File: config.mk
export PLATFORM = sky130hd
export DESIGN_NAME = bbfc_top
export DESIGN_NICKNAME = d
export VERILOG_FILES = /design/src/bbfc_pkg.sv /design/src/bbfc_top.sv
export VERILOG_INCLUDE_DIRS = /design/src
export SDC_FILE = /design/constraint.sdc
export NUM_CORES = 1
export LEC_CHECK = 0
export BUFFER_PORTS_ARGS = -buffer_cell sky130_fd_sc_hd__buf_2
export CAP_MARGIN = 25
export CORE_MARGIN = 2
export CORE_UTILIZATION = 50
export CTS_BUF_LIST = sky130_fd_sc_hd__clkbuf_4 sky130_fd_sc_hd__clkbuf_8
export CTS_CLUSTER_DIAMETER = 30
export DETAILED_ROUTE_END_ITERATION = 8
export MAX_ROUTING_LAYER = met4
export PLACE_DENSITY = 0.88
export SLEW_MARGIN = 25
export SYNTH_ARGS = -nofsm -noshare
export SYNTH_HDL_FRONTEND = slang
export SYNTH_SLANG_ARGS = --single-unit
File: constraint.sdc
create_clock -name mclk_i -period 1.5 [get_ports mclk_i]
set_input_delay 0.15 -clock mclk_i [delete_from_list [all_inputs] [get_ports mclk_i]]
set_output_delay 0.15 -clock mclk_i [all_outputs]
set_load 0.01 [all_outputs]
File: src/bbfc_params.svh
// Constants for the boot block flash bus controller
`ifndef BBFC_PARAMS_SVH
`define BBFC_PARAMS_SVH
`define BBFC_CLK_NS        20
`define BBFC_ADDR_CTRL     4'h0
`define BBFC_ADDR_ADDR     4'h4
`define BBFC_ADDR_WDATA    4'h8
`define BBFC_ADDR_RDATA    4'hc
`define BBFC_CTRL_GO       0
`define BBFC_CTRL_WRITE    1
`define BBFC_CTRL_WORD     2
`define BBFC_CTRL_HIPROG   3
`define BBFC_CTRL_UNLOCK   4
`define BBFC_CTRL_RESET    5
`define BBFC_SETUP_NS      50
`define BBFC_SETUP_CYC     ((`BBFC_SETUP_NS + `BBFC_CLK_NS - 1) / `BBFC_CLK_NS)
`define BBFC_PULSE_NS      100
`define BBFC_PULSE_CYC     ((`BBFC_PULSE_NS + `BBFC_CLK_NS - 1) / `BBFC_CLK_NS)
`define BBFC_RECOV_NS      220
`define BBFC_RECOV_CYC     ((`BBFC_RECOV_NS + `BBFC_CLK_NS - 1) / `BBFC_CLK_NS)
`endif

File: src/bbfc_pkg.sv
// Types for the boot block flash bus controller
package bbfc_pkg;
	typedef enum logic [2:0] {BBFC_IDLE, BBFC_SETUP, BBFC_PULSE, BBFC_HOLD, BBFC_DONE, BBFC_RST} bbfc_state_t;
	typedef struct packed {
		logic        chip_en_b;   // Chip enable, low active
		logic        out_en_b;    // Output enable, low active
		logic        wr_en_b;     // Write enable, low active
		logic        reset_b;     // Reset pin, low active
		logic        unlock;      // Raise reset pin to unlock voltage
		logic        prog_high;   // Program supply at high level
		logic        word_mode;   // Bus width select, high is 16-bit
	} bbfc_ctrl_t;
endpackage

File: src/bbfc_top.sv
// Host controller driving the boot block flash parallel bus
`timescale 1ns/100ps
`include "bbfc_params.svh"
module bbfc_top (
	input  wire logic        mclk_i,        // 50 MHz clock
	input  wire logic        rst_b_i,       // Async reset, low active
	input  wire logic [3:0]  avs_address_i, // Byte address
	input  wire logic        avs_read_i,    // Read request
	input  wire logic        avs_write_i,   // Write request
	input  wire logic [31:0] avs_writedata_i, // Write data
	output logic      [31:0] avs_readdata_o,  // Read data
	output logic             avs_waitrequest_o, // Stall
	output bbfc_pkg::bbfc_ctrl_t pin_ctrl_o,  // Flash control pins
	output logic      [16:0] word_address_lines_o, // Word address
	output logic      [15:0] dq_o,          // Data out
	output logic      [15:0] dq_oe_b_o,     // Data enable, low drives
	input  wire logic [15:0] dq_i           // Data in from pins
);
	// Five bits so that pulse plus recovery still fits without wrapping
	localparam logic [4:0] SETUP_CYC = 5'(`BBFC_SETUP_CYC);
	localparam logic [4:0] PULSE_CYC = 5'(`BBFC_PULSE_CYC);
	localparam logic [4:0] RECOV_CYC = 5'(`BBFC_RECOV_CYC);

	bbfc_pkg::bbfc_state_t state, next_state;   // Cycle sequencer
	logic [4:0]  cnt, next_cnt;                 // Phase timer
	logic [5:0]  ctrl, next_ctrl;               // Control register
	logic [17:0] addr, next_addr;               // Byte address in byte mode, bit 0 high selects the upper byte; word address in word mode
	logic [15:0] wdata, next_wdata;             // Write data
	logic [15:0] rdata, next_rdata;             // Captured read data
	logic        busy, next_busy;               // Cycle in progress
	logic [31:0] next_readdata;                 // Bus read data
	logic        next_wait;                     // Bus stall
	bbfc_pkg::bbfc_ctrl_t next_pins;            // Pin controls
	logic [16:0] next_wa;                       // Word address
	logic [15:0] next_dq, next_oe_b;            // Data drive
	logic [15:0] dq_s1, dq_s2;                  // Data synchroniser

	// Data pins cross from outside into the clock domain
	always_ff @(posedge mclk_i or negedge rst_b_i) begin
		if (!rst_b_i) begin
			dq_s1 <= 16'h0000;
			dq_s2 <= 16'h0000;
		end else begin
			dq_s1 <= dq_i;
			dq_s2 <= dq_s1;
		end
	end

	// Bus slave and cycle sequencer next values
	always_comb begin
		next_state    = state;
		next_cnt      = cnt;
		next_ctrl     = ctrl;
		next_addr     = addr;
		next_wdata    = wdata;
		next_rdata    = rdata;
		next_busy     = busy;
		next_readdata = avs_readdata_o;
		next_wait     = 1'b1;
		// Bus access answered one cycle after request; control write stalled while busy
		if ((avs_read_i || avs_write_i) && avs_waitrequest_o && !(avs_address_i == `BBFC_ADDR_CTRL
			&& avs_write_i && busy)) begin
			next_wait = 1'b0;
			if (avs_write_i) begin
				unique case (avs_address_i)
					`BBFC_ADDR_CTRL: begin
						next_ctrl = avs_writedata_i[5:0];
						if (avs_writedata_i[`BBFC_CTRL_GO] || avs_writedata_i[`BBFC_CTRL_RESET])
							next_busy = 1'b1;
					end
					`BBFC_ADDR_ADDR:  next_addr  = avs_writedata_i[17:0];
					`BBFC_ADDR_WDATA: next_wdata = avs_writedata_i[15:0];
					default:          next_busy  = busy;   // Unmapped write ignored
				endcase
			end else begin
				unique case (avs_address_i)
					`BBFC_ADDR_CTRL:  next_readdata = {25'h0, busy, ctrl[5:1], 1'b0};
					`BBFC_ADDR_ADDR:  next_readdata = {14'h0, addr};
					`BBFC_ADDR_WDATA: next_readdata = {16'h0, wdata};
					`BBFC_ADDR_RDATA: next_readdata = {16'h0, rdata};
					default:          next_readdata = 32'h0;
				endcase
			end
		end
		// Flash cycle sequencer
		unique case (state)
			bbfc_pkg::BBFC_IDLE: begin
				next_cnt = 5'h00;
				if (busy && ctrl[`BBFC_CTRL_RESET]) next_state = bbfc_pkg::BBFC_RST;
				else if (busy) next_state = bbfc_pkg::BBFC_SETUP;
			end
			bbfc_pkg::BBFC_RST: begin
				next_cnt = cnt + 5'h01;
				if (cnt == 5'(PULSE_CYC + RECOV_CYC)) next_state = bbfc_pkg::BBFC_DONE;
			end
			bbfc_pkg::BBFC_SETUP: begin              // Address and data settle
				next_cnt = cnt + 5'h01;
				if (cnt == SETUP_CYC) begin
					next_cnt   = 5'h00;
					next_state = bbfc_pkg::BBFC_PULSE;
				end
			end
			bbfc_pkg::BBFC_PULSE: begin              // Strobe low
				next_cnt = cnt + 5'h01;
				if (cnt == PULSE_CYC) begin
					next_cnt   = 5'h00;
					next_state = bbfc_pkg::BBFC_HOLD;
					if (!ctrl[`BBFC_CTRL_WRITE]) begin
						if (ctrl[`BBFC_CTRL_WORD]) next_rdata = dq_s2;
						else next_rdata = {8'h00, dq_s2[7:0]};
					end
				end
			end
			bbfc_pkg::BBFC_HOLD: begin               // hold after rising strobe
				next_cnt = cnt + 5'h01;
				if (cnt == SETUP_CYC) next_state = bbfc_pkg::BBFC_DONE;
			end
			bbfc_pkg::BBFC_DONE: begin
				next_busy  = 1'b0;
				next_ctrl  = {1'b0, ctrl[4:1], 1'b0};
				next_state = bbfc_pkg::BBFC_IDLE;
			end
			default: next_state = bbfc_pkg::BBFC_IDLE;
		endcase
	end

	// Pin drive next values
	always_comb begin
		next_pins.reset_b   = (state != bbfc_pkg::BBFC_RST);
		next_pins.unlock    = ctrl[`BBFC_CTRL_UNLOCK];
		next_pins.prog_high = ctrl[`BBFC_CTRL_HIPROG];
		next_pins.word_mode = ctrl[`BBFC_CTRL_WORD];
		next_pins.chip_en_b = !(state == bbfc_pkg::BBFC_SETUP || state == bbfc_pkg::BBFC_PULSE
			|| state == bbfc_pkg::BBFC_HOLD);
		next_pins.out_en_b  = !(state == bbfc_pkg::BBFC_PULSE && !ctrl[`BBFC_CTRL_WRITE]);
		next_pins.wr_en_b   = !(state == bbfc_pkg::BBFC_PULSE && ctrl[`BBFC_CTRL_WRITE]);
		next_wa   = ctrl[`BBFC_CTRL_WORD] ? addr[16:0] : addr[17:1];
		next_dq   = wdata;
		next_oe_b = 16'hffff;
		if (!ctrl[`BBFC_CTRL_WORD]) begin
			next_dq[15] = addr[0];
			next_oe_b[15] = 1'b0;
		end
		if (ctrl[`BBFC_CTRL_WRITE] && !next_pins.chip_en_b) begin
			next_oe_b[7:0] = 8'h00;
			if (ctrl[`BBFC_CTRL_WORD]) next_oe_b[15:8] = 8'h00;
			else next_oe_b[14:8] = 7'h7f;
		end
	end

	// Register all state
	always_ff @(posedge mclk_i or negedge rst_b_i) begin
		if (!rst_b_i) begin
			state     <= bbfc_pkg::BBFC_IDLE;
			cnt       <= 5'h00;
			ctrl      <= 6'h00;
			addr      <= 18'h00000;
			wdata     <= 16'h0000;
			rdata     <= 16'h0000;
			busy      <= 1'b0;
			avs_readdata_o    <= 32'h0;
			avs_waitrequest_o <= 1'b1;
			pin_ctrl_o        <= '{chip_en_b: 1'b1, out_en_b: 1'b1, wr_en_b: 1'b1, reset_b: 1'b0,
				unlock: 1'b0, prog_high: 1'b0, word_mode: 1'b0};
			word_address_lines_o <= 17'h00000;
			dq_o      <= 16'h0000;
			dq_oe_b_o <= 16'hffff;
		end else begin
			state     <= next_state;
			cnt       <= next_cnt;
			ctrl      <= next_ctrl;
			addr      <= next_addr;
			wdata     <= next_wdata;
			rdata     <= next_rdata;
			busy      <= next_busy;
			avs_readdata_o    <= next_readdata;
			avs_waitrequest_o <= next_wait;
			pin_ctrl_o        <= next_pins;
			word_address_lines_o <= next_wa;
			dq_o      <= next_dq;
			dq_oe_b_o <= next_oe_b;
		end
	end
endmodule // bbfc_top
==> results of run 1 <==
[through the flow]
stage / power, µW / cells / TNS [ns] / area [µm²]
after CTS: 12300 / 782 / -5.57 / 8220
after global placement: 8450 / 707 / -4.79 / 7150
after global routing: 13100 / 782 / -8.45 / 8300
final: 12500 / 782 / -6.44 / 8300
after detailed placement: 8590 / 707 / -8.06 / 7150
after floorplan: 7340 / 440 / -1.48 / 6280
[where the power goes]
group          switching [µW]  internal (µW)
logic                    1650           1790
registers                 573           5130
clock network            1570           1820
total                    3800           8740
[sequential cells by signal, indices dropped and copies added (netlist names), 5 cells and up]
| register | flops |
|---|---|
| pin_ctrl_o | 7 |
| dq_o | 16 |
| wdata | 16 |
| ctrl | 5 |
| dq_s2 | 16 |
| rdata | 16 |
| addr | 18 |
| dq_s1 | 16 |
| avs_readdata_o | 18 |
| word_address_lines_o | 17 |
| cnt | 5 |
[cell usage in the layout, fill, tap and decap left out, types with 12 or more instances in the layout]
cell type and n:
dfrtp_1 151, buf_2 115, mux2_2 50, dlygate4sd3_1 37, buf_4 36, mux2_4 25
nand2_1 23, clkbuf_8 20, conb_1 14, buf_6 12
[kinds of logic (layout without fill, tap and decap cells)]
| family | after synthesis | after routing |
|---|---|---|
| other | 1 | 14 |
| DFF | 158 | 158 |
| muxes | 90 | 90 |
| adders and majority gates | 3 | 3 |
| AOI/OAI and AO/OA | 45 | 45 |
| and+or+nand+nor | 71 | 72 |
| buffers and inverters | 58 | 252 |
| xor gates and xnor gates | 1 | 1 |
[repair_timing]
action / CTS / global route
endpoints found under the setup margin: 67 / 81
pin swaps: 13 / 9
hold endpoints to repair: 183 / 0
setup buffers: 6 / 2
gates resized for setup: 58 / 19
hold buffers: 37 / 0
cloned: 1 / 0
[area by class of cell]
cell class              count  area (µm²)  area share (%)
multi-input cells         225        2170            26.2
repair buffers            207        1490            18.0
inverters                  13        51.3           0.618
well taps                 147         184            2.22
flip-flops and latches    158        3960            47.8
clock buffers              21         283            3.41
clock inverters            11         154            1.86
[how the worst max path moves through the flow]
stage | startpoint | endpoint | slack (ns) | depth (start not counted)
floorplan | avs_waitrequest_o | ctrl[1] | -0.17 | 4
global placement | cnt[1] | rdata[5] | -0.14 | 5
detailed placement | cnt[1] | rdata[8] | -0.24 | 6
CTS | avs_waitrequest_o | ctrl[3] | -0.19 | 4
global route | avs_waitrequest_o | ctrl[3] | -0.19 | 4
finish | avs_waitrequest_o | ctrl[3] | -0.17 | 4
[worst min-delay path, delay by kind of cell]
family,cells,cell delay (ns)
compound gates,1,0.11
buf+inv,1,0.15
simple gates,1,0.11
[layer usage]
metal	vias to the layer above	track usage (%)	part of all wire, %
li1	1844	-	-
met1	2182	30.1	39
met4	0	13.0	3.6
met5	-	-	0
met2	212	39.2	51
met3	51	6.38	6.4
==> results.json, run 1 <==
{
  "worstPathBufferInverterCount": 0,
  "starting_utilization_of_the_core_area_pct": 51.4,
  "synth.yosys.warnings": 0,
  "worst-r2r-cell-count": 4,
  "synth.top_cell.area_share_pct": 61.2,
  "worstSetupStartpointType": "flip-flop",
  "synth_flop_cell": "dfrtp_1",
  "reg2reg_setup_slack_ns": -0.17,
  "grt_overflow_total": 0,
  "drt-initial-drc-count": 266,
  "synthesis.instances": 427,
  "cts_buffer_count": 17,
  "timing.rr.end": "ctrl[3]",
  "yosysMostFrequentCell": "dfrtp_1",
  "outcome": "finished, violations left",
  "avgSynthCellArea_um2": 14.5,
  "fmax_mhz": 598,
  "post_synthesis_cell_area_um2": 6180,
  "finalSetupViolations": 73,
  "synth_sequential_area_ratio_pct": 64.1,
  "worst_r2r_startpoint": "avs_waitrequest_o",
  "most_area_consuming_cells_after_synthesis": "dfrtp_1 61%, mux2_2 13%, buf_4 3.6%",
  "synth_adder_area_share_pct": 0.608,
  "failed_checks": "negative setup slack",
  "clk_root_buffer_cell": "clkbuf_8",
  "hp-start": "avs_write_i",
  "timing.final.crit_share_pct": 112,
  "worst_setup_hold_path_clk_slew_ns": 0.08,
  "syn2layout_area_growth_pct": 34.3,
  "clock_tree.htree_level_count": 4,
  "final_core_occ_pct": 69.1,
  "post_synth_mux_area_share_pct": 17.4,
  "vdd.ir_drop.worst_mv": 0.793,
  "floorplan.die_area_um2": 13300,
  "synth_compound_area_share_pct": 5.27,
  "fp.dieW_um": 115,
  "die_h_um": 115,
  "synthArstFlopShare_pct": 100,
  "critical_path.endpoint_type": "flip-flop",
  "slew_viol_final": 0,
  "leakage_dissipation_uw": 0.00401,
  "hold_viol_final": 0,
  "crit_family": "flip-flops",
  "design.final.nets": 681,
  "synthSimpleGateAreaFrac_pct": 6.38,
  "post-route-drc-count": 0,
  "routabilityCongestion": 0.872,
  "placement.setup.worst_slack_ns": -0.238,
  "maximum_number_of_pins_on_one_net_before_global_route_repair": 41,
  "finalWorstSetupSlack_ns": -0.173,
  "grt_pass1_wl_um": 23900,
  "pin_count": 145,
  "dp_hpwl_um": 9390,
  "crit_path_required_time_ns": 1.83,
  "yosysUniqueCellTypes": 52,
  "final_worst_path_period_need_ns": 1.67,
  "synth_edf_count": 0,
  "power_density_nw_per_um2": 1510,
  "hp-class": "in2reg",
  "yosys.area.top_type": "dfrtp_1",
  "via_count": 4289,
  "finalHoldWorstSlack_ns": 0.0971,
  "grt_antenna_before_repair": 0,
  "i_o_buffers": 116,
  "synth-seq-cells": 158,
  "wire_per_inst_um": 19.7,
  "grt_pass1_vias": 4528,
  "fillerInstances": 734,
  "route.antenna.remaining_nets": 0,
  "wl_um": 15400,
  "slowest_stage": "dfstp_2",
  "clk_latency_ns": 0.46,
  "hold_depth": 3,
  "rsz0062_at_grt": "yes",
  "ctsLongestPathBuffers": 2,
  "crit_chain": "nand2_4 > nor4b_4 > a21boi_4 > mux2_4",
  "cts_tree": "yes",
  "combinational_family_with_the_most_area_after_synthesis": "multiplexers",
  "timing.setup.critical_path_class": "reg2reg",
  "slowest_delay_ns": 0.57,
  "layout-drive-gt1-share_pct": 50.6,
  "synth_xor_area_share_pct": 0.142,
  "maxSlewHeadroom_pct": 44.2,
  "fp-row-count": 40,
  "routed_vias_inst": 5.48,
  "drt-pass1-iter-count": 4,
  "clock_sink_count": 158,
  "n_antenna_cell": 0,
  "critPathMaxFanout": 4,
  "timing.max_cap.violations": 0,
  "overall_routing_resource_usage_pct": 25.0,
  "core_area_um2": 12000,
  "arrival_ns": 2.00,
  "timing.hold.worst_endpoint": "avs_waitrequest_o",
  "synth.cells.most_frequent": "151 x dfrtp_1, 73 x mux2_2, 30 x buf_4, 26 x nand2_1",
  "timing.clock.skew_ns": 0.0158,
  "max_slew.worst_pin.slew_ns": 0.834
}
Note: power is estimated with default switching activity, not from simulation.
==> run 2, diff against run 1 <==
--- a/config.mk
+++ b/config.mk
@@ -9,12 +9,12 @@
 export BUFFER_PORTS_ARGS = -buffer_cell sky130_fd_sc_hd__buf_2
 export CAP_MARGIN = 25
 export CORE_MARGIN = 2
-export CORE_UTILIZATION = 50
+export CORE_UTILIZATION = 25
 export CTS_BUF_LIST = sky130_fd_sc_hd__clkbuf_4 sky130_fd_sc_hd__clkbuf_8
 export CTS_CLUSTER_DIAMETER = 30
 export DETAILED_ROUTE_END_ITERATION = 8
 export MAX_ROUTING_LAYER = met4
-export PLACE_DENSITY = 0.88
+export PLACE_DENSITY = 0.55
 export SLEW_MARGIN = 25
 export SYNTH_ARGS = -nofsm -noshare
 export SYNTH_HDL_FRONTEND = slang
==> run 2 against run 1 <==
Effect of this change: the flow finishes with violations (negative hold slack, negative setup slack); clock power fell by 4%; largest cell class unchanged; worst setup slack improved by 0.048 ns; via count fell by 6.6%; sequential power barely moved; largest power group unchanged; core utilization fell by 34 points; power fell by 3.0%; clock skew fell by 0.00062 ns; die area rose by 96%; highest routed layer unchanged; non-clock buffer count fell by 4; count of clock-buffer cells in the layout fell by 4.
==> results.json, run 2 (synthesized netlist as in run 1, its figures left out) <==
{
  "cts_buffer_count": 17,
  "ctsLongestPathBuffers": 2,
  "die_h_um": 161,
  "p_comb_share_pct": 26.7,
  "hold_viol_final": 1,
  "overall_routing_resource_usage_pct": 12.8,
  "maxUsedRoutingLayer": "met4",
  "instances_no_fill": 955,
  "netSwitchingPower_uw": 3900,
  "critical_path.endpoint_type": "flip-flop",
  "timing.final.crit_share_pct": 108,
  "post_dp_cell_area_um2": 7380,
  "drt-initial-drc-count": 215,
  "finalHoldWorstSlack_ns": -0.0119,
  "drt-pass1-iter-count": 7,
  "route.antenna.remaining_nets": 0,
  "design.final.nets": 677,
  "final_cell_mix": "150 x dfrtp_1, 115 x buf_2, 51 x mux2_2, 38 x buf_4, 36 x dlygate4sd3_1",
  "finalWorstSetupSlack_ns": -0.125,
  "fp.dieW_um": 161,
  "multi_input_comb_area_um2": 2140,
  "starting_utilization_of_the_core_area_pct": 25.4,
  "met1Wirelength_um": 7180,
  "clk_root_buffer_cell": "clkbuf_8",
  "critPathMaxFanout": 4,
  "sequential_group_share_of_total_power_pct": 46.7,
  "layout-drive-gt1-share_pct": 50.2,
  "final_cell_area_um2": 8420,
  "placed_cells": 879,
  "most_common_library_cell_in_the_layout_ignoring_fill_and_taps": "dfrtp_1",
  "clk_latency_ns": 0.46,
  "power.share.switching_pct": 32.1,
  "wl_um": 15500,
  "timing.max_cap.violations": 0,
  "cts_tree": "yes",
  "grt_pass1_wl_um": 24600,
  "rsz0062_at_grt": "yes",
  "timing.setup.critical_path_class": "reg2reg",
  "wire_per_inst_um": 16.3,
  "n_antenna_cell": 0,
  "grt_overflow_total": 0,
  "hp-class": "in2reg",
  "slew_viol_final": 0,
  "largestRegisters": "addr (18), avs_readdata_o (18), word_address_lines_o (17)",
  "timing.clock.skew_ns": 0.0151,
  "post-route-drc-count": 0,
  "syn2layout_area_growth_pct": 36.3,
  "routed_vias_inst": 4.19,
  "via_count": 4005,
  "outcome": "finished, violations left",
  "power_density_nw_per_um2": 1440,
  "internal_power_uw": 8250,
  "failed_checks": "negative hold slack, negative setup slack",
  "pin_count": 145,
  "i_o_buffers": 116,
  "worstSetupStartpointType": "flip-flop",
  "dr_wl_met3_um": 710,
  "fillerInstances": 2382,
  "clock_tree.htree_level_count": 4,
  "arrival_ns": 1.96,
  "core_area_um2": 24300,
  "dp_hpwl_um": 10900,
  "fp-row-count": 57,
  "grt_antenna_before_repair": 0,
  "grt_pass1_vias": 4281,
  "dr_wl_met2_um": 7360,
  "final_worst_path_period_need_ns": 1.62,
  "clock_sink_count": 158,
  "finalSetupViolations": 50,
  "crit_path_required_time_ns": 1.84,
  "routabilityCongestion": 0.808,
  "fmax_mhz": 615,
  "leakage_dissipation_uw": 0.00397,
  "p_total_uw": 12200,
  "maximum_number_of_pins_on_one_net_before_global_route_repair": 44,
  "worst_setup_hold_path_clk_slew_ns": 0.09,
  "floorplan.die_area_um2": 26000,
  "fraction_of_power_consumed_by_the_clock_network_pct": 26.6,
  "seqCellArea_um2": 3960,
  "vdd.ir_drop.worst_mv": 0.513
}
==> run 2: cell types whose count changed in the layout (fill, tap and decap cells not counted), moves of 2 or more <==
cell	before	now
buf_6	12	5
inv_6	3	7
buf_12	7	9
clkbuf_8	20	17
inv_8	0	4
mux2i_1	7	9
bufinv_16	3	1
mux2i_2	2	0
buf_4	36	38
==> run 2: per-stage QoR <==
stage               TNS, ns  utilization (%)  setup slack [ns]
floorplan             -1.48                -            -0.171
global placement      -5.72             30.3            -0.155
detailed placement    -7.67             30.3            -0.205
CTS                   -2.88             34.3            -0.128
global route          -6.73             34.6            -0.161
finish                -2.84             34.6            -0.125
==> run 2: final timing paths <==
path	startpoint	to	slack (ns)	depth (start not counted)
max reg2reg	avs_waitrequest_o	ctrl[4]	-0.12	4
max in group asynchronous	rst_b_i	word_address_lines_o[4]	0.73	3
min	avs_write_i	avs_waitrequest_o	-0.01	2
min reg2reg	dq_s1[14]	dq_s2[14]	0.35	0
max	avs_waitrequest_o	ctrl[4]	-0.12	4
min in group asynchronous	rst_b_i	dq_o[5]	0.17	2
==> run 2: worst max-delay path, cell delays in order (launching register included) <==
cell      delay, ns
dfstp_2        0.57
nand2_4        0.06
nor4b_4        0.23
a21boi_4       0.33
mux2_4         0.33
==> run 2: routing by layer <==
metal | vias to the layer above | GRT usage, %
li1 | 1843 | -
met4 | 0 | 4.50
met1 | 2015 | 16.2
met2 | 127 | 19.8
met3 | 20 | 3.44
met5 | - | -
==> run 2: cell type report <==
class	count	area share [%]
clock buffers	17	2.78
clock inverters	15	2.01
inverters	13	0.580
multi-input cells	225	25.4
flip-flops and latches	158	47.1
well taps	324	4.81
repair buffers	203	17.3
==> run 2: repair_timing <==
action                                 CTS  global route
gates resized for setup                 43            20
setup endpoints to repair               76            78
buffers inserted                         7             1
endpoints found under the hold margin  196             0
pin swaps                                9             7
gates cloned                             1             0
hold buffers                            37             0
==> run 2: power groups by stage <==
stage / sequential [µW] / combinational [µW] / clock, µW
floorplan: 5820 / 1520 / 0
global placement: 5700 / 2810 / 0
detailed placement: 5740 / 2870 / 0
CTS: 5680 / 3180 / 3360
global route: 5790 / 3510 / 3540
finish: 5670 / 3250 / 3230
==> run 3, diff against run 2 <==
--- a/config.mk
+++ b/config.mk
@@ -13,6 +13,7 @@
 export CTS_BUF_LIST = sky130_fd_sc_hd__clkbuf_4 sky130_fd_sc_hd__clkbuf_8
 export CTS_CLUSTER_DIAMETER = 30
 export DETAILED_ROUTE_END_ITERATION = 8
+export GPL_TIMING_DRIVEN = 0
 export MAX_ROUTING_LAYER = met4
 export PLACE_DENSITY = 0.55
 export SLEW_MARGIN = 25
==> run 3 against run 2 <==
Effect of this change: the run ends with negative setup slack left; sequential share of layout area fell by 0.68 points; global-route usage fell by 0.36 points; clock power fell by 12%; worst setup slack got worse by 0.12 ns; die area did not move; fmax fell by 6.9%; critical path depth did not move; largest cell class unchanged; largest power group unchanged.
==> results.json, run 3 (synthesized netlist as in run 1, its figures left out) <==
{
  "worst_r2r_startpoint": "avs_waitrequest_o",
  "hp-class": "in2reg",
  "placed_cells": 879,
  "critPathMaxFanout": 4,
  "worstSetupStartpointType": "flip-flop",
  "hold_depth": 4,
  "max_slew.worst_pin.slew_ns": 0.978,
  "crit_path_required_time_ns": 1.82,
  "clock_tree.htree_level_count": 4,
  "wl_um": 15500,
  "worst_setup_hold_path_clk_slew_ns": 0.09,
  "grt_pass1_vias": 3931,
  "fp.dieW_um": 161,
  "instances_no_fill": 981,
  "drt-initial-drc-count": 178,
  "failed_checks": "negative setup slack",
  "vdd.ir_drop.worst_mv": 0.514,
  "timing.setup.critical_path_class": "reg2reg",
  "dp_hpwl_um": 10300,
  "routed_vias_inst": 4.06,
  "clock_sink_count": 158,
  "grt_antenna_before_repair": 0,
  "startpoint": "avs_waitrequest_o",
  "via_count": 3978,
  "arrival_ns": 2.07,
  "wire_per_inst_um": 15.8,
  "post-route-drc-count": 0,
  "design.final.nets": 701,
  "starting_utilization_of_the_core_area_pct": 25.4,
  "pin_count": 145,
  "finalHoldWorstSlack_ns": 0.163,
  "leakage_dissipation_uw": 0.00406,
  "timing.rr.end": "ctrl[2]",
  "crit_family": "flip-flops",
  "final.setup.tns_ns": -6.25,
  "slowest_delay_ns": 0.57,
  "finalWorstSetupSlack_ns": -0.244,
  "die_h_um": 161,
  "drt-pass1-iter-count": 4,
  "grt_overflow_total": 0,
  "ctsLongestPathBuffers": 2,
  "timing.hold.worst_endpoint": "avs_waitrequest_o",
  "i_o_buffers": 114,
  "worstPathBufferInverterCount": 0,
  "clk_root_buffer_cell": "clkbuf_8",
  "finalSetupViolations": 74,
  "floorplan.die_area_um2": 26000,
  "reg2reg_setup_slack_ns": -0.24,
  "cts_tree": "yes",
  "final_worst_path_period_need_ns": 1.74,
  "syn2layout_area_growth_pct": 38.4,
  "most_common_library_cell_in_the_layout_ignoring_fill_and_taps": "dfrtp_1",
  "outcome": "finished, violations left",
  "layout-drive-gt1-share_pct": 52.4,
  "core_area_um2": 24300,
  "hp-start": "avs_address_i[0]",
  "maxSlewHeadroom_pct": 34.6,
  "overall_routing_resource_usage_pct": 12.4,
  "crit_chain": "nand2_4 > nor4b_4 > a21boi_4 > mux2_4",
  "clk_latency_ns": 0.45,
  "maximum_number_of_pins_on_one_net_before_global_route_repair": 84,
  "fp-row-count": 57,
  "timing.final.crit_share_pct": 116,
  "timing.max_cap.violations": 0,
  "fmax_mhz": 573,
  "power_density_nw_per_um2": 1390,
  "slowest_stage": "dfstp_2",
  "worst-r2r-cell-count": 4,
  "hold_viol_final": 0,
  "final_cell_mix": "147 x dfrtp_1, 109 x buf_2, 64 x mux2_2, 45 x buf_4, 37 x dlygate4sd3_1",
  "critical_path.endpoint_type": "flip-flop",
  "cts_buffer_count": 17,
  "slew_viol_final": 0,
  "largestRegisters": "addr (18), avs_readdata_o (18), word_address_lines_o (17)",
  "route.antenna.remaining_nets": 0,
  "timing.clock.skew_ns": 0.0153,
  "grt_pass1_wl_um": 23400,
  "rsz0062_at_grt": "yes",
  "routabilityCongestion": 0.762
}
[run 3: changes by cell type in the layout (fill, tap and decap cells not counted), moves of 4 or more]
cell / before / now
buf_6: 5 / 24
mux2_2: 51 / 64
mux2_4: 24 / 11
buf_4: 38 / 45
o21ai_1: 9 / 2
o21ai_2: 2 / 9
buf_2: 115 / 109
buf_12: 9 / 4
clkinv_2: 0 / 4
inv_6: 7 / 3
[run 3: through the flow]
step	area (µm²)	total power [µW]	utilization [%]	worst slack (ns)
final	8550	11900	35.2	-0.244
after global routing	8550	12600	35.1	-0.296
after CTS	8310	11700	34.2	-0.242
after detailed placement	7290	8500	30.0	-0.436
after global placement	7260	8450	29.8	-2.24
after floorplan	6280	7340	-	-0.171
[run 3: area by class of cell]
class,instances,area (µm²)
diodes,2,5.00
well taps,324,405
inverters,13,52.6
clock buffers,17,234
multi-input cells,225,2090
fillers,2377,15800
clock inverters,15,115
plain buffers,43,368
repair buffers,184,1320
flip-flops and latches,158,3970
[run 3: routing by layer]
layer | GRT usage (%) | part of all wire (%) | up-vias
met5 | - | 0 | -
met4 | 3.17 | 1.1 | 0
met3 | 3.34 | 4.6 | 10
met2 | 18.9 | 47 | 102
met1 | 16.5 | 47 | 1971
li1 | - | - | 1895
[run 3: worst min-delay path, stage by stage]
cell and delay [ns]:
buf_2 0.18, nor3_2 0.09, nand4_1 0.10, o211ai_1 0.09
[run 3: worst max-delay path by stage]
stage | slack (ns) | depth (start not counted) | end
detailed placement | -0.44 | 6 | addr[1]
finish | -0.24 | 4 | ctrl[2]
floorplan | -0.17 | 4 | ctrl[1]
global route | -0.30 | 4 | ctrl[4]
CTS | -0.24 | 4 | ctrl[2]
global placement | -2.24 | 1 | dq_s1[10]
[run 3: what timing repair did]
| action | 4_1_cts | 5_1_grt |
|---|---|---|
| cloned | 0 | 1 |
| hold buffers | 37 | 0 |
| pin swaps | 8 | 14 |
| buffers inserted | 22 | 10 |
| setup endpoints to repair | 85 | 71 |
| resized for setup | 36 | 46 |
| endpoints found under the hold margin | 123 | 0 |
[run 3: power breakdown]
group | internal, µW | total (µW) | switching (µW)
clock | 1160 | 2830 | 1660
combinational | 1840 | 3380 | 1540
sequential | 5130 | 5690 | 562
